===== config.mk =====
export PLATFORM = sky130hd
export DESIGN_NAME = pdu_datapath
export DESIGN_NICKNAME = d
export VERILOG_FILES = /design/src/shared/pdu_pkg.sv /design/src/design/pdu_datapath.sv
export VERILOG_INCLUDE_DIRS = /design/src /design/src/shared
export SDC_FILE = /design/constraint.sdc
export NUM_CORES = 1
export LEC_CHECK = 0
export BUFFER_PORTS_ARGS = -buffer_cell sky130_fd_sc_hd__buf_2
export CORE_MARGIN = 4
export CORE_UTILIZATION = 30
export CTS_CLUSTER_DIAMETER = 30
export DETAILED_ROUTE_END_ITERATION = 8
export PLACE_DENSITY_LB_ADDON = 0.05
export REMOVE_ABC_BUFFERS = 1
export SLEW_MARGIN = 40
export SYNTH_ARGS = -nofsm -noshare
export SYNTH_HDL_FRONTEND = slang
export SYNTH_HIERARCHICAL = 1
export SYNTH_SLANG_ARGS = --single-unit

===== constraint.sdc =====
create_clock -name mclk_in -period 5.8 [get_ports mclk_in]
set_clock_uncertainty 0.1 [all_clocks]
set_input_delay 0.29 -clock mclk_in [delete_from_list [all_inputs] [get_ports mclk_in]]
set_output_delay 0.29 -clock mclk_in [all_outputs]
set_load 0.05 [all_outputs]

===== src/shared/pdu_cfg.svh =====
// Purpose: Offsets, field positions and reset values of the datapath cell
// Assumes: Included by the package and the design file
// Notes: Byte-wide register port, 6-bit address
`ifndef PDU_CFG_SVH
`define PDU_CFG_SVH
`define PDU_AW 6
`define PDU_DW 8
// Register offsets
`define PDU_A_A0 6'h00
`define PDU_A_A1 6'h01
`define PDU_A_D0 6'h02
`define PDU_A_D1 6'h03
`define PDU_SET_BIT 2
`define PDU_A_F0 6'h08
`define PDU_A_F1 6'h09
`define PDU_A_MASK0 6'h0a
`define PDU_A_MASK1 6'h0b
`define PDU_A_OMASK 6'h0c
`define PDU_A_MSB 6'h0d
`define PDU_A_POLY 6'h0e
`define PDU_A_CMPCFG 6'h0f
`define PDU_A_OSEL0 6'h10
`define PDU_A_OSEL1 6'h11
`define PDU_A_OSEL2 6'h12
`define PDU_A_MODE 6'h13
`define PDU_A_CTRL 6'h14
`define PDU_A_STATUS 6'h15
`define PDU_A_STICKY 6'h16
`define PDU_A_CLKEN 6'h17
`define PDU_A_FSTAT 6'h18
`define PDU_A_CFG_HI 1'b1
// Mode and clock enable bits
`define PDU_MODE_F0OUT 0
`define PDU_MODE_F1OUT 1
`define PDU_MODE_TMUX 2
`define PDU_MODE_CHAIN 3
`define PDU_CLK_DP 0
`define PDU_CLK_SC 1
// Reset values
`define PDU_RST_MSB 3'h7
`define PDU_RST_OMASK 8'hff
`define PDU_RST_CLKEN 4'hf
`define PDU_ZERO8 8'h00
`define PDU_ONES8 8'hff
// Condition vector positions
`define PDU_C_CE0 0
`define PDU_C_CL0 1
`define PDU_C_CE1 2
`define PDU_C_CL1 3
`define PDU_C_Z0 4
`define PDU_C_Z1 5
`define PDU_C_FF0 6
`define PDU_C_FF1 7
`define PDU_C_OV 8
`define PDU_C_CO 9
`define PDU_C_SO 10
`define PDU_C_F0E 11
`define PDU_C_F0F 12
`define PDU_C_F1E 13
`define PDU_C_F1F 14
`define PDU_C_CHCE 15
`endif


===== src/shared/pdu_pkg.sv =====
// Purpose: Types shared by the datapath cell and its bench
// Assumes: pdu_cfg.svh holds the address and data widths
// Notes: Dynamic configuration word is 16 bits, two bus bytes
`include "pdu_cfg.svh"
package pdu_pkg;
  typedef enum logic [2:0] {
    PDU_F_PASS = 3'h0, PDU_F_ADD = 3'h1, PDU_F_SUB = 3'h2, PDU_F_INC = 3'h3,
    PDU_F_DEC = 3'h4, PDU_F_AND = 3'h5, PDU_F_OR = 3'h6, PDU_F_XOR = 3'h7
  } pdu_func_t;
  // Shift: none, left, right, CRC/PRS step
  typedef enum logic [1:0] {
    PDU_S_NONE = 2'h0, PDU_S_LEFT = 2'h1, PDU_S_RIGHT = 2'h2, PDU_S_CRC = 2'h3
  } pdu_shift_t;
  typedef struct packed {
    logic [2:0] spare;
    logic [1:0] dest;     // 0 none, 1 A0, 2 A1, 3 both
    logic [1:0] cin_sel;  // 0 zero, 1 one, 2 registered, 3 chain
    logic [1:0] sin_sel;  // 0 routed, 1 registered, 2 chain, 3 zero
    pdu_shift_t shift;
    logic srcb;           // 0 D0, 1 D1
    logic srca;           // 0 A0, 1 A1
    pdu_func_t func;
  } pdu_cfg_word_t;
  typedef struct packed {
    logic carry;
    logic shift;
    logic cond;
  } pdu_chain_t;
  typedef struct packed {
    logic [`PDU_AW-1:0] addr;
    logic [`PDU_DW-1:0] wdata;
    logic wr;
    logic rd;
  } pdu_bus_req_t;
endpackage : pdu_pkg


===== src/design/pdu_datapath.sv =====
// Purpose: Programmable 8-bit datapath cell with status and control unit
// Assumes: Single clock, synchronous inputs, byte register port
// Notes: Behaviour
// Behaviour
// [RULE1] Two comparators, each with operand mask
// [RULE2] Compare operands from A0, A1, D0, D1 pairings
// [RULE3] Zero, all-ones and overflow conditions generated
// [RULE4] Conditions are outputs, selectable onto routing
// [RULE5] Programmable most significant bit position
// [RULE6] ALU result passes configurable output mask
// [RULE7] One CRC/PRS step per cycle, programmable polynomial
// [RULE8] Wider CRC/PRS by chaining to neighbour cells
// [RULE9] Two four-byte FIFOs, direction set independently
// [RULE10] Input: bus writes, datapath reads; output reversed
// [RULE11] FIFO status selectable as datapath outputs
// [RULE12] Carry, shift and conditions chain to neighbours
// [RULE13] Time multiplexing alternates two register/condition sets
// [RULE14] Carry and shift out registered, reusable later
// [RULE15] Registered carry gives double-width operations
// [RULE16] Six routed inputs and six routed outputs
// [RULE17] Routed inputs select operation and serial data
// [RULE18] Routed outputs select conditions or serial outputs
// [RULE19] Bus-written control bits drive into routing
// [RULE20] Status register read-only, from internal routing
// [RULE21] Sticky status bits latch, clear on read
// [RULE22] Each sub-block has its own clock enable
// [RULE23] FIFO empty/full; write to full ignored
// [RULE24] Datapath registers, pointers, status clear on reset
`timescale 1ns/1ns
`include "pdu_cfg.svh"

////////////////////////////////////////////////////////////////////////////////
// Four-entry byte FIFO, flip-flop storage
module pdu_fifo #(
  parameter int WIDTH = 8,
  parameter int DEPTH = 4
) (
  input wire logic mclk_in,
  input wire logic reset_in,
  input wire logic push_in,
  input wire logic [WIDTH-1:0] data_in,
  input wire logic pop_in,
  output logic [WIDTH-1:0] data_out,
  output logic empty_out,
  output logic full_out
);
  localparam int PW = $clog2(DEPTH);
  logic [WIDTH-1:0] mem_q [DEPTH];
  logic [PW-1:0] wp_q;
  logic [PW-1:0] rp_q;
  logic [PW:0] cnt_q;
  logic do_push;
  logic do_pop;

  // A push into a full FIFO is dropped so stored bytes stay intact
  assign do_push = push_in && !full_out; // [RULE23]
  assign do_pop = pop_in && !empty_out;
  assign empty_out = (cnt_q == '0); // [RULE23]
  assign full_out = (cnt_q == (PW+1)'(DEPTH)); // [RULE23]
  assign data_out = mem_q[rp_q];

  // Pointers and count
  always_ff @(posedge mclk_in) begin
    if (reset_in) begin
      wp_q <= '0; // [RULE24]
      rp_q <= '0;
      cnt_q <= '0;
    end else begin
      if (do_push) wp_q <= wp_q + 1'b1;
      if (do_pop) rp_q <= rp_q + 1'b1;
      cnt_q <= cnt_q + (PW+1)'(do_push) - (PW+1)'(do_pop);
    end
  end

  // Storage
  always_ff @(posedge mclk_in) begin
    if (reset_in) begin
      for (int i = 0; i < DEPTH; i++) mem_q[i] <= '0;
    end else if (do_push) begin
      mem_q[wp_q] <= data_in;
    end
  end
endmodule : pdu_fifo

////////////////////////////////////////////////////////////////////////////////
// Datapath cell top
module pdu_datapath #(
  parameter int NCFG = 8
) (
  input wire logic mclk_in,
  input wire logic reset_in,
  input wire logic [`PDU_AW-1:0] addr_in,
  input wire logic [`PDU_DW-1:0] wdata_in,
  input wire logic wr_in,
  input wire logic rd_in,
  output logic [`PDU_DW-1:0] rdata_out,
  input wire logic [5:0] route_in,
  output logic [5:0] route_out,
  input wire pdu_pkg::pdu_chain_t chain_in,
  output pdu_pkg::pdu_chain_t chain_out,
  output logic [7:0] ctrl_out,
  input wire logic [7:0] status_in,
  output logic [1:0] pld_clk_en_out
);
  import pdu_pkg::*;

  ////////////////////////////////////////////////////////////////////////////
  // Static configuration registers
  logic [7:0] mask_q [2];
  logic [7:0] omask_q;
  logic [2:0] msb_q;
  logic [7:0] poly_q;
  logic [3:0] cmpcfg_q;
  logic [3:0] osel_q [6];
  logic [3:0] mode_q;
  logic [3:0] clken_q;
  logic [7:0] ctrl_q;
  logic [7:0] sticky_q;
  logic [7:0] stat_q;
  logic [15:0] cfg_q [NCFG];
  logic bus_wr_cfg;
  logic dp_en;
  logic sc_en;
  logic tmux;

  assign bus_wr_cfg = wr_in && addr_in[`PDU_AW-1];
  assign dp_en = clken_q[`PDU_CLK_DP]; // [RULE22]
  assign sc_en = clken_q[`PDU_CLK_SC]; // [RULE22]
  assign pld_clk_en_out = clken_q[3:2]; // [RULE22]
  assign tmux = mode_q[`PDU_MODE_TMUX];
  assign ctrl_out = ctrl_q; // [RULE19]

  // Configuration writes; these fields are never touched by the datapath
  always_ff @(posedge mclk_in) begin
    if (reset_in) begin
      mask_q[0] <= `PDU_ONES8;
      mask_q[1] <= `PDU_ONES8;
      omask_q <= `PDU_RST_OMASK;
      msb_q <= `PDU_RST_MSB;
      poly_q <= `PDU_ZERO8;
      cmpcfg_q <= '0;
      mode_q <= '0;
      clken_q <= `PDU_RST_CLKEN;
      sticky_q <= `PDU_ZERO8;
      for (int i = 0; i < 6; i++) osel_q[i] <= '0;
    end else if (wr_in) begin
      unique case (addr_in)
        `PDU_A_MASK0: mask_q[0] <= wdata_in;
        `PDU_A_MASK1: mask_q[1] <= wdata_in;
        `PDU_A_OMASK: omask_q <= wdata_in;
        `PDU_A_MSB: msb_q <= wdata_in[2:0];
        `PDU_A_POLY: poly_q <= wdata_in;
        `PDU_A_CMPCFG: cmpcfg_q <= wdata_in[3:0];
        `PDU_A_MODE: mode_q <= wdata_in[3:0];
        `PDU_A_CLKEN: clken_q <= wdata_in[3:0];
        `PDU_A_STICKY: sticky_q <= wdata_in;
        `PDU_A_OSEL0: begin
          osel_q[0] <= wdata_in[3:0];
          osel_q[1] <= wdata_in[7:4];
        end
        `PDU_A_OSEL1: begin
          osel_q[2] <= wdata_in[3:0];
          osel_q[3] <= wdata_in[7:4];
        end
        `PDU_A_OSEL2: begin
          osel_q[4] <= wdata_in[3:0];
          osel_q[5] <= wdata_in[7:4];
        end
        default: ;
      endcase
    end
  end

  // Dynamic configuration store, two bytes per word
  always_ff @(posedge mclk_in) begin
    if (reset_in) begin
      for (int i = 0; i < NCFG; i++) cfg_q[i] <= '0;
    end else if (bus_wr_cfg) begin
      if (addr_in[0] == `PDU_A_CFG_HI) cfg_q[addr_in[3:1]][15:8] <= wdata_in;
      else cfg_q[addr_in[3:1]][7:0] <= wdata_in;
    end
  end

  ////////////////////////////////////////////////////////////////////////////
  // Register sets and time multiplexing
  logic [7:0] a0_q [2];
  logic [7:0] a1_q [2];
  logic [7:0] d0_q [2];
  logic [7:0] d1_q [2];
  logic cy_q [2];
  logic so_q [2];
  logic [15:0] cond_q [2];
  logic phase_q;
  logic set;
  pdu_cfg_word_t cw;

  // In multiplexed mode the ALU serves set 0 and set 1 on alternate cycles
  assign set = tmux ? phase_q : 1'b0; // [RULE13]
  assign cw = pdu_cfg_word_t'(cfg_q[route_in[2:0]]); // [RULE17]

  always_ff @(posedge mclk_in) begin
    if (reset_in) phase_q <= 1'b0;
    else if (dp_en && tmux) phase_q <= !phase_q; // [RULE13]
    else if (!tmux) phase_q <= 1'b0;
  end

  ////////////////////////////////////////////////////////////////////////////
  // FIFOs, each side chosen by its direction bit
  logic f_out [2];
  logic f_push [2];
  logic f_pop [2];
  logic [7:0] f_wdata [2];
  logic [7:0] f_rdata [2];
  logic f_empty [2];
  logic f_full [2];

  always_comb begin
    for (int i = 0; i < 2; i++) begin
      f_out[i] = mode_q[i];
      // Input: bus pushes, datapath strobe pops; output: the reverse
      f_push[i] = f_out[i] ? (dp_en && route_in[4+i])
                           : (wr_in && addr_in == (`PDU_A_F0 + 6'(i))); // [RULE10]
      f_pop[i] = f_out[i] ? (rd_in && addr_in == (`PDU_A_F0 + 6'(i)))
                          : (dp_en && route_in[4+i]); // [RULE10]
      f_wdata[i] = f_out[i] ? (i == 0 ? a0_q[set] : a1_q[set]) : wdata_in;
    end
  end

  for (genvar g = 0; g < 2; g++) begin : g_fifo
    pdu_fifo #(.WIDTH(8), .DEPTH(4)) u_fifo ( // [RULE9]
      .mclk_in(mclk_in),
      .reset_in(reset_in),
      .push_in(f_push[g]),
      .data_in(f_wdata[g]),
      .pop_in(f_pop[g]),
      .data_out(f_rdata[g]),
      .empty_out(f_empty[g]),
      .full_out(f_full[g])
    );
  end

  ////////////////////////////////////////////////////////////////////////////
  // ALU, variable top bit, shifter and CRC/PRS
  logic [7:0] wmask;
  logic [7:0] opa;
  logic [7:0] opb;
  logic [7:0] addend;
  logic cin;
  logic sin;
  logic [8:0] sum;
  logic [7:0] alu;
  logic [7:0] shres;
  logic [7:0] res;
  logic cout;
  logic sout;
  logic ovf;
  logic fb;

  always_comb begin
    // Bits above the chosen top bit take no part in the arithmetic
    wmask = 8'((9'h2 << msb_q) - 9'h1); // [RULE5]
    opa = (cw.srca ? a1_q[set] : a0_q[set]) & wmask;
    opb = (cw.srcb ? d1_q[set] : d0_q[set]) & wmask;
    unique case (cw.cin_sel)
      2'h0: cin = 1'b0;
      2'h1: cin = 1'b1;
      2'h2: cin = cy_q[set]; // [RULE14] [RULE15]
      default: cin = chain_in.carry; // [RULE12]
    endcase
    unique case (cw.sin_sel)
      2'h0: sin = route_in[3]; // [RULE17]
      2'h1: sin = so_q[set]; // [RULE14]
      2'h2: sin = chain_in.shift; // [RULE12] [RULE8]
      default: sin = 1'b0;
    endcase
    unique case (cw.func)
      PDU_F_SUB: addend = ~opb & wmask;
      PDU_F_INC: addend = 8'h01;
      PDU_F_DEC: addend = wmask;
      default: addend = opb;
    endcase
    sum = {1'b0, opa} + {1'b0, addend}
        + {8'h00, (cw.func == PDU_F_ADD || cw.func == PDU_F_SUB) && cin};
    unique case (cw.func)
      PDU_F_PASS: alu = opa;
      PDU_F_AND: alu = opa & opb;
      PDU_F_OR: alu = opa | opb;
      PDU_F_XOR: alu = opa ^ opb;
      default: alu = sum[7:0] & wmask;
    endcase
    // Carry is taken one above the programmable top bit
    cout = sum[4'(msb_q) + 4'h1]; // [RULE5]
    ovf = (opa[msb_q] == addend[msb_q]) && (sum[msb_q] != opa[msb_q]); // [RULE3]
    fb = alu[msb_q] ^ sin;
    unique case (cw.shift)
      PDU_S_LEFT: begin
        shres = {alu[6:0], sin};
        sout = alu[msb_q];
      end
      PDU_S_RIGHT: begin
        shres = (alu >> 1) | ({7'h00, sin} << msb_q);
        sout = alu[0];
      end
      PDU_S_CRC: begin
        // One polynomial step per clock; fb feeds the next cell when chained
        shres = {alu[6:0], 1'b0} ^ (fb ? poly_q : `PDU_ZERO8); // [RULE7]
        sout = fb; // [RULE8]
      end
      default: begin
        shres = alu;
        sout = so_q[set];
      end
    endcase
    res = shres & wmask & omask_q; // [RULE6]
  end

  ////////////////////////////////////////////////////////////////////////////
  // Conditions
  logic [7:0] cmp_l [2];
  logic [7:0] cmp_r [2];
  logic [15:0] cond_d;

  always_comb begin
    for (int i = 0; i < 2; i++) begin
      unique case (cmpcfg_q[2*i +: 2]) // [RULE2]
        2'h0: begin cmp_l[i] = a0_q[set]; cmp_r[i] = d0_q[set]; end
        2'h1: begin cmp_l[i] = a1_q[set]; cmp_r[i] = d1_q[set]; end
        2'h2: begin cmp_l[i] = a0_q[set]; cmp_r[i] = a1_q[set]; end
        default: begin cmp_l[i] = a0_q[set]; cmp_r[i] = d1_q[set]; end
      endcase
    end
    cond_d = '0;
    cond_d[`PDU_C_CE0] = (cmp_l[0] & mask_q[0]) == (cmp_r[0] & mask_q[0]); // [RULE1]
    cond_d[`PDU_C_CL0] = (cmp_l[0] & mask_q[0]) < (cmp_r[0] & mask_q[0]); // [RULE1]
    cond_d[`PDU_C_CE1] = (cmp_l[1] & mask_q[1]) == (cmp_r[1] & mask_q[1]); // [RULE1]
    cond_d[`PDU_C_CL1] = (cmp_l[1] & mask_q[1]) < (cmp_r[1] & mask_q[1]); // [RULE1]
    cond_d[`PDU_C_Z0] = (a0_q[set] & wmask) == `PDU_ZERO8; // [RULE3]
    cond_d[`PDU_C_Z1] = (a1_q[set] & wmask) == `PDU_ZERO8; // [RULE3]
    cond_d[`PDU_C_FF0] = (a0_q[set] & wmask) == wmask; // [RULE3]
    cond_d[`PDU_C_FF1] = (a1_q[set] & wmask) == wmask; // [RULE3]
    cond_d[`PDU_C_OV] = ovf && (cw.func == PDU_F_ADD || cw.func == PDU_F_SUB);
    cond_d[`PDU_C_CO] = cout;
    cond_d[`PDU_C_SO] = sout;
    cond_d[`PDU_C_F0E] = f_empty[0]; // [RULE11]
    cond_d[`PDU_C_F0F] = f_full[0]; // [RULE11]
    cond_d[`PDU_C_F1E] = f_empty[1]; // [RULE11]
    cond_d[`PDU_C_F1F] = f_full[1]; // [RULE11]
    // A wide compare is equal only if the neighbour also reports equal
    cond_d[`PDU_C_CHCE] = cond_d[`PDU_C_CE0] &&
                          (!mode_q[`PDU_MODE_CHAIN] || chain_in.cond); // [RULE12]
  end

  ////////////////////////////////////////////////////////////////////////////
  // Datapath register update; a bus write to the same register wins
  always_ff @(posedge mclk_in) begin
    if (reset_in) begin
      for (int s = 0; s < 2; s++) begin
        a0_q[s] <= `PDU_ZERO8; // [RULE24]
        a1_q[s] <= `PDU_ZERO8;
        d0_q[s] <= `PDU_ZERO8;
        d1_q[s] <= `PDU_ZERO8;
        cy_q[s] <= 1'b0;
        so_q[s] <= 1'b0;
        cond_q[s] <= '0;
      end
    end else begin
      if (dp_en) begin
        if (cw.dest[0]) a0_q[set] <= res;
        if (cw.dest[1]) a1_q[set] <= res;
        if (!f_out[0] && f_pop[0]) d0_q[set] <= f_rdata[0]; // [RULE10]
        if (!f_out[1] && f_pop[1]) d1_q[set] <= f_rdata[1]; // [RULE10]
        cy_q[set] <= cout; // [RULE14]
        so_q[set] <= sout; // [RULE14]
        cond_q[set] <= cond_d; // [RULE13]
      end
      if (wr_in && addr_in[`PDU_AW-1:3] == '0) begin
        unique case (addr_in[1:0])
          2'h0: a0_q[addr_in[`PDU_SET_BIT]] <= wdata_in;
          2'h1: a1_q[addr_in[`PDU_SET_BIT]] <= wdata_in;
          2'h2: d0_q[addr_in[`PDU_SET_BIT]] <= wdata_in;
          default: d1_q[addr_in[`PDU_SET_BIT]] <= wdata_in;
        endcase
      end
    end
  end

  ////////////////////////////////////////////////////////////////////////////
  // Routed and chained outputs, registered
  always_ff @(posedge mclk_in) begin
    if (reset_in) begin
      route_out <= '0;
      chain_out <= '0;
    end else begin
      for (int i = 0; i < 6; i++) route_out[i] <= cond_d[osel_q[i]]; // [RULE4] [RULE16] [RULE18]
      chain_out.carry <= cout; // [RULE12]
      chain_out.shift <= sout; // [RULE12] [RULE8]
      chain_out.cond <= cond_d[`PDU_C_CHCE]; // [RULE12]
    end
  end

  ////////////////////////////////////////////////////////////////////////////
  // Status and control unit
  logic stat_rd;
  assign stat_rd = rd_in && addr_in == `PDU_A_STATUS;

  always_ff @(posedge mclk_in) begin
    if (reset_in) begin
      ctrl_q <= `PDU_ZERO8; // [RULE24]
      stat_q <= `PDU_ZERO8;
    end else if (sc_en) begin
      if (wr_in && addr_in == `PDU_A_CTRL) ctrl_q <= wdata_in; // [RULE19]
      // Sticky bits: a new event in the reading cycle survives the clear
      for (int i = 0; i < 8; i++) begin
        if (sticky_q[i]) stat_q[i] <= status_in[i] || (stat_q[i] && !stat_rd); // [RULE21]
        else stat_q[i] <= status_in[i]; // [RULE20]
      end
    end
  end

  ////////////////////////////////////////////////////////////////////////////
  // Read data, one cycle after the strobe; unmapped offsets read zero
  always_ff @(posedge mclk_in) begin
    if (reset_in) begin
      rdata_out <= `PDU_ZERO8;
    end else if (!rd_in) begin
      rdata_out <= `PDU_ZERO8;
    end else if (addr_in[`PDU_AW-1]) begin
      rdata_out <= addr_in[0] ? cfg_q[addr_in[3:1]][15:8] : cfg_q[addr_in[3:1]][7:0];
    end else if (addr_in[`PDU_AW-1:3] == '0) begin
      unique case (addr_in[1:0])
        2'h0: rdata_out <= a0_q[addr_in[`PDU_SET_BIT]];
        2'h1: rdata_out <= a1_q[addr_in[`PDU_SET_BIT]];
        2'h2: rdata_out <= d0_q[addr_in[`PDU_SET_BIT]];
        default: rdata_out <= d1_q[addr_in[`PDU_SET_BIT]];
      endcase
    end else begin
      unique case (addr_in)
        `PDU_A_F0: rdata_out <= (f_out[0] && !f_empty[0]) ? f_rdata[0] : `PDU_ZERO8;
        `PDU_A_F1: rdata_out <= (f_out[1] && !f_empty[1]) ? f_rdata[1] : `PDU_ZERO8;
        `PDU_A_MASK0: rdata_out <= mask_q[0];
        `PDU_A_MASK1: rdata_out <= mask_q[1];
        `PDU_A_OMASK: rdata_out <= omask_q;
        `PDU_A_MSB: rdata_out <= {5'h00, msb_q};
        `PDU_A_POLY: rdata_out <= poly_q;
        `PDU_A_CMPCFG: rdata_out <= {4'h0, cmpcfg_q};
        `PDU_A_OSEL0: rdata_out <= {osel_q[1], osel_q[0]};
        `PDU_A_OSEL1: rdata_out <= {osel_q[3], osel_q[2]};
        `PDU_A_OSEL2: rdata_out <= {osel_q[5], osel_q[4]};
        `PDU_A_MODE: rdata_out <= {4'h0, mode_q};
        `PDU_A_CTRL: rdata_out <= ctrl_q;
        `PDU_A_STATUS: rdata_out <= stat_q; // [RULE20]
        `PDU_A_STICKY: rdata_out <= sticky_q;
        `PDU_A_CLKEN: rdata_out <= {4'h0, clken_q};
        `PDU_A_FSTAT: rdata_out <= {4'h0, f_full[1], f_empty[1], f_full[0], f_empty[0]};
        default: rdata_out <= `PDU_ZERO8;
      endcase
    end
  end
endmodule : pdu_datapath


==> impl_metrics.json, run 1 <==
{
  "status": "finished clean",
  "ys_types": 96,
  "grt_pass1_wl_um": 160600,
  "finalNetCount": 2704,
  "numCtsBuffers": 107,
  "power.density_nw_per_um2": 401.5,
  "floorplan.initialDensity": 0.3033,
  "multi_input_area_um2": 13360,
  "fill_cells": 8082,
  "firstDrtPassIters": 7,
  "slew_violations": 0,
  "drc": 0,
  "syn-cell-area_um2": 24980,
  "finalInstanceArea_um2": 31260,
  "synth_top_cell_by_area": "edfxtp_1",
  "die_w_um": 296.6,
  "slew_headroom": 0.3831,
  "synthArstFlopShare": 0,
  "path_delay_family": "compound AO/OA/AOI/OAI gates",
  "cts_tree": "yes",
  "yosysTopAreaCellShare": 0.3606,
  "hold_viol_final": 0,
  "grt_pass1_vias": 21328,
  "cp_max_fo": 7,
  "seq_area_frac_synth": 0.4335,
  "cpPeakStageDelay_ps": 540,
  "grt_util_all_layers": 0.2548,
  "setup_viol": 0,
  "yosys_most_used_dff": "edfxtp_1",
  "drive_gt1_frac": 0.2225,
  "ir_drop_uv": 235.9,
  "fin_crit_sh": 0.9675,
  "power.leakage_uw": 0.01187,
  "yosys_warnings": 6,
  "regArea_um2": 10830,
  "fmax_mhz": 178.2,
  "viasPerCell": 5.683,
  "crit_path_top_delay_cell": "mux4_2",
  "totalWireLength_um": 113200,
  "end_kind": "flop",
  "syn-instance-count": 2460,
  "routedWlPerCell_um": 29.90,
  "synth_edf_count": 300,
  "ys_ff_latch": 391,
  "grt_overflow": 0,
  "gp_congestion": 0.9319,
  "antenna_found_initial": 8,
  "worst-setup-path-type": "flop to flop",
  "h-tree-depth": 3,
  "finalSetupTns_ps": 0,
  "cts_root_buf": "clkbuf_16",
  "hpwlAfterDp_um": 83410,
  "cp_num_buf_inv": 2,
  "clock-sinks": 391,
  "core_area_um2": 82370,
  "rows": 105,
  "synth_area_per_cell_um2": 10.16,
  "fin_crit_ps": 5611,
  "syn_to_final_growth_pct": 25.14,
  "drt_iter0_drc": 2216,
  "vias": 21512,
  "grt_max_degree": 58,
  "drt.antenna.violating_nets": 0,
  "synth_common_cells": "nand2_1 (339), edfxtp_1 (300), nor2_1 (188)",
  "synth_area_leaders": "edfxtp_1 (36%), mux4_2 (8.3%), dfxtp_1 (7.3%), nand2_1 (5.1%), and2_1 (4.6%)",
  "crit_chain": "mux4_2 > mux2_2 > a21oi_2 > o311a_4 > fa_1 > inv_1 > fa_1 > xnor2_1 > and2_1 > a211o_1 > o21ai_0 > a21oi_1 > a211o_4 > a21oi_4 > buf_4 > xor2_2 > o21ai_4 > a211o_1 > a2111oi_2",
  "fp.dieH_um": 296.6,
  "worstPathRequired_ps": 6240,
  "worst_slew_pin_slew_ps": 921.0,
  "yosysMostFrequentCell": "nand2_1",
  "die_area_um2": 87960,
  "cp.arrival_ps": 6050,
  "hold_path_class": "primary input to flop",
  "numPortBuffers": 61,
  "clk_latency_ps": 660,
  "maxCapViolCount": 0,
  "place_area_um2": 27110,
  "clk_pin_slew_ps": 50,
  "startpoint_type": "flop",
  "clockBufferDepth": 3,
  "io_pins": 62,
  "grt_setup_unrepaired": "true"
}
## worst min-delay path, delay by kind of cell
family / cells / cell delay, ps
and+or+nand+nor: 1 / 130
AOI/OAI and AO/OA: 1 / 60
buffers and inverters: 1 / 300
## registers in the layout (all words and copies together) (netlist names), 4 cells and up, named ones only
| signal | flops |
|---|---|
| a1_q | 16 |
| a0_q | 16 |
| cmpcfg_q | 4 |
| d1_q | 16 |
| g_fifo.u_fifo/wp_q | 4 |
| rdata_out | 8 |
| g_fifo.u_fifo/mem_q | 64 |
| route_out | 6 |
| cfg_q | 128 |
| d0_q | 16 |
| mask_q | 16 |
| sticky_q | 8 |
| clken_q | 4 |
| stat_q | 8 |
| g_fifo.u_fifo/cnt_q | 6 |
| g_fifo.u_fifo/rp_q | 4 |
| mode_q | 4 |
| omask_q | 8 |
| poly_q | 8 |
| ctrl_out | 8 |
| osel_q | 24 |
## cells in the final DEF (no fill, tap or decap), types with 13 or more instances in the layout
| cell | count |
|---|---|
| a21oi_1 | 99 |
| nor2_1 | 179 |
| mux4_2 | 92 |
| bufinv_16 | 25 |
| inv_1 | 53 |
| mux2_2 | 37 |
| nand2b_1 | 29 |
| nand4_1 | 16 |
| buf_2 | 59 |
| and3_1 | 42 |
| clkinv_2 | 22 |
| nor2b_1 | 28 |
| mux2i_1 | 107 |
| or2_2 | 20 |
| a221oi_1 | 22 |
| clkinv_1 | 17 |
| dfxtp_1 | 90 |
| o21ai_0 | 103 |
| a22oi_1 | 34 |
| and2_1 | 184 |
| clkbuf_16 | 109 |
| a22o_1 | 19 |
| or3_1 | 21 |
| nor4_1 | 17 |
| a21o_1 | 20 |
| nand2_1 | 339 |
| ha_1 | 49 |
| nand3_1 | 40 |
| a222oi_1 | 15 |
| edfxtp_1 | 300 |
| a211oi_1 | 24 |
| o211ai_1 | 13 |
| nor3_1 | 55 |
| buf_4 | 148 |
## final cells by class
class / count / share of cell area
Antenna cell: 5 / 0.0004002
Multi-Input combinational cell: 1839 / 0.4274
Timing Repair Buffer: 220 / 0.04983
Clock buffer: 126 / 0.09089
Sequential cell: 391 / 0.3465
Clock inverter: 77 / 0.03526
Tap cell: 1070 / 0.04282
Inverter: 57 / 0.006924
## metal layers
layer / vias up / part of all wire / global-route usage
met3: 205 / 0.069 / 0.04831
met4: 0 / 0.042 / 0.09987
li1: 9557 / - / -
met2: 883 / 0.44 / 0.3913
met5: - / 0 / 0
met1: 10867 / 0.45 / 0.3564
## power by group
group,switching [uW],internal (uW)
registers,202,3220
clock network,1830,4570
logic,1680,1050
## path summary, 6_finish.rpt
| kind | startpoint | end | slack [ps] | cells after the start |
|---|---|---|---|---|
| setup reg to reg | cfg_q[7][2] | route_out[4] | 190 | 19 |
| hold / removal | wdata_in[7] | sticky_q[7] | 110 | 3 |
| setup / recovery | cfg_q[7][2] | route_out[4] | 190 | 19 |
| hold reg to reg | sticky_q[3] | sticky_q[3] | 380 | 2 |
## metrics by stage
stage / total power, uW / util / hold slack [ps] / instances / setup slack [ps]
3_3_place_gp: 6113 / 0.3282 / 360.3 / 3564 / -169.4
3_5_place_dp: 6112 / 0.3291 / 370.4 / 3566 / -256.4
4_1_cts: 12570 / 0.3782 / 56.75 / 3779 / 104.8
2_1_floorplan: 4821 / - / 252.4 / 2287 / -387.9
5_1_grt: 12980 / 0.3794 / 113.7 / 3780 / -33.45
6_report: 12550 / 0.3795 / 108.9 / 3785 / 188.5
## repair_timing
action,in CTS,in global routing
gates resized for setup,1,10
setup endpoints to repair,1,22
hold buffers,10,0
endpoints found under the hold margin,26,0
buffers inserted,0,1
## cells by family after synthesis
family	Yosys count	share of synthesized area
and+or+nand+nor	1029	0.2075
AOI/OAI and AO/OA	487	0.1353
DFF	391	0.4335
muxes	254	0.1520
buffers and inverters	230	0.03801
adders and majority gates	53	0.02775
xor gates and xnor gates	16	0.005910
Power figures use the tool's default switching activity.
==> run 2: changes to the inputs <==
--- a/config.mk
+++ b/config.mk
@@ -9,6 +9,7 @@
 export BUFFER_PORTS_ARGS = -buffer_cell sky130_fd_sc_hd__buf_2
 export CORE_MARGIN = 4
 export CORE_UTILIZATION = 30
+export CTS_BUF_LIST = sky130_fd_sc_hd__clkbuf_16
 export CTS_CLUSTER_DIAMETER = 30
 export DETAILED_ROUTE_END_ITERATION = 8
 export PLACE_DENSITY_LB_ADDON = 0.05
==> run 2 against run 1 <==
Compared with the run above:
- sequential power hardly changed
- critical path type unchanged
- flip-flop and latch count stayed put
- setup slack better by 6.1 ps
- sequential share of layout area is 0.060 points higher
- wire length hardly changed
==> impl_metrics.json, run 2 (same netlist as run 1, synthesis figures left out) <==
{
  "status": "finished clean",
  "cts_tree": "yes",
  "grt_util_all_layers": 0.2548,
  "worst_slew_pin_slew_ps": 942.7,
  "cp-startpoint": "cfg_q[7][2]",
  "hp-start": "wdata_in[7]",
  "viasPerCell": 5.662,
  "timing.final.ws_setup_ps": 194.6,
  "rr_startpoint": "cfg_q[7][2]",
  "floorplan.initialDensity": 0.3033,
  "grt_pass1_vias": 21294,
  "clockBufferDepth": 3,
  "core_area_um2": 82370,
  "fin_crit_sh": 0.9665,
  "slew_headroom": 0.3686,
  "setup_viol": 0,
  "utilization": 0.3789,
  "regMostFlops": "cfg_q",
  "drt_iter0_drc": 2227,
  "maxCapViolCount": 0,
  "io_pins": 62,
  "die_w_um": 296.6,
  "grt_overflow": 0,
  "die_area_um2": 87960,
  "rows": 105,
  "clk_latency_ps": 660,
  "place_ws_ps": -256.4,
  "grt_setup_unrepaired": "true",
  "antenna_found_initial": 8,
  "syn_to_final_growth_pct": 24.92,
  "firstDrtPassIters": 6,
  "largest_reg_flops": 128,
  "worst-setup-path-type": "flop to flop",
  "final_common_cell": "nand2_1",
  "hold_path_class": "primary input to flop",
  "worstPathRequired_ps": 6240,
  "clk_pin_slew_ps": 50,
  "hpwlAfterDp_um": 83410,
  "final_cell_mix": "nand2_1 (339), edfxtp_1 (300), and2_1 (184), nor2_1 (179), buf_4 (148)",
  "h-tree-depth": 3,
  "drive_gt1_frac": 0.2203,
  "fmax_mhz": 178.4,
  "drc": 0,
  "totalWireLength_um": 113100,
  "fp.dieH_um": 296.6,
  "drt.antenna.violating_nets": 0,
  "numCtsBuffers": 107,
  "vias": 21430,
  "cp_max_fo": 7,
  "power.density_nw_per_um2": 399.3,
  "gp_congestion": 0.9319,
  "ir_drop_uv": 235.8,
  "hold_viol_final": 0,
  "finalNetCount": 2704,
  "grt_max_degree": 58,
  "startpoint_type": "flop",
  "top_regs": "cfg_q (128), g_fifo.u_fifo/mem_q (64), osel_q (24)",
  "cts_root_buf": "clkbuf_16",
  "slew_violations": 0,
  "numPortBuffers": 61,
  "routedWlPerCell_um": 29.89,
  "grt_pass1_wl_um": 160600,
  "end_kind": "flop",
  "power.leakage_uw": 0.01189,
  "clock-sinks": 391,
  "fin_crit_ps": 5605,
  "cp.arrival_ps": 6050
}
-- run 2: changes by cell type in the layout (fill, tap and decap cells not counted), sizes merged --
cell / change
inv: +12
clkinv: +5
clkbuf: -17
-- run 2: area by class of cell --
class	count	area [um2]
clock inverters	94	1166
multi-input cells	1839	13360
flip-flops and latches	391	10830
clock buffers	109	2728
well taps	1070	1339
fillers	8092	51160
inverters	57	216.5
diodes	5	12.51
repair buffers	220	1558
-- run 2: path summary, 6_finish.rpt --
kind	end	slack, ps	cells past startpoint
worst max register to register	route_out[4]	190	19
worst max-delay path	route_out[4]	190	19
worst min-delay path	sticky_q[7]	110	3
worst min register to register	sticky_q[3]	380	2
-- run 2: per-layer routing --
metal,wire length [um],GRT usage
met4,4479,0.09869
met2,49970,0.3915
met5,0,0
met1,50670,0.3578
met3,8019,0.04651
-- run 2: through the flow --
stage	total power [uW]	hold slack, ps	cell area, um2	std cells	setup TNS (ps)
floorplan	4821	252.4	24250	2287	-8538
global placement	6113	360.3	27030	3564	-2033
detailed placement	6112	370.4	27110	3566	-4243
CTS	12480	56.75	31100	3779	0
global route	12890	113.7	31200	3780	-31.37
finish	12460	106.3	31210	3785	0
-- run 2: what timing repair did --
item | in CTS | in global routing
resized for setup | 1 | 10
buffers inserted | 0 | 1
pin swaps | 0 | 0
cloned | 0 | 0
setup endpoints to repair | 1 | 22
hold buffers | 10 | 0
hold endpoints to repair | 26 | 0
-- run 2: power by group --
group | switching [uW] | total (uW) | internal [uW]
registers | 202 | 3420 | 3220
logic | 1680 | 2730 | 1050
clock network | 1830 | 6320 | 4480
-- run 2: critical path, stage by stage, from the launching register on --
cell and delay (ps):
edfxtp_1 450, mux4_2 540, mux2_2 340, a21oi_2 250, o311a_4 280, fa_1 280, inv_1 90, fa_1 460
xnor2_1 200, and2_1 210, a211o_1 290, o21ai_0 140, a21oi_1 130, a211o_4 350, a21oi_4 160, buf_4 150
xor2_2 190, o21ai_4 160, a211o_1 350, a2111oi_2 370
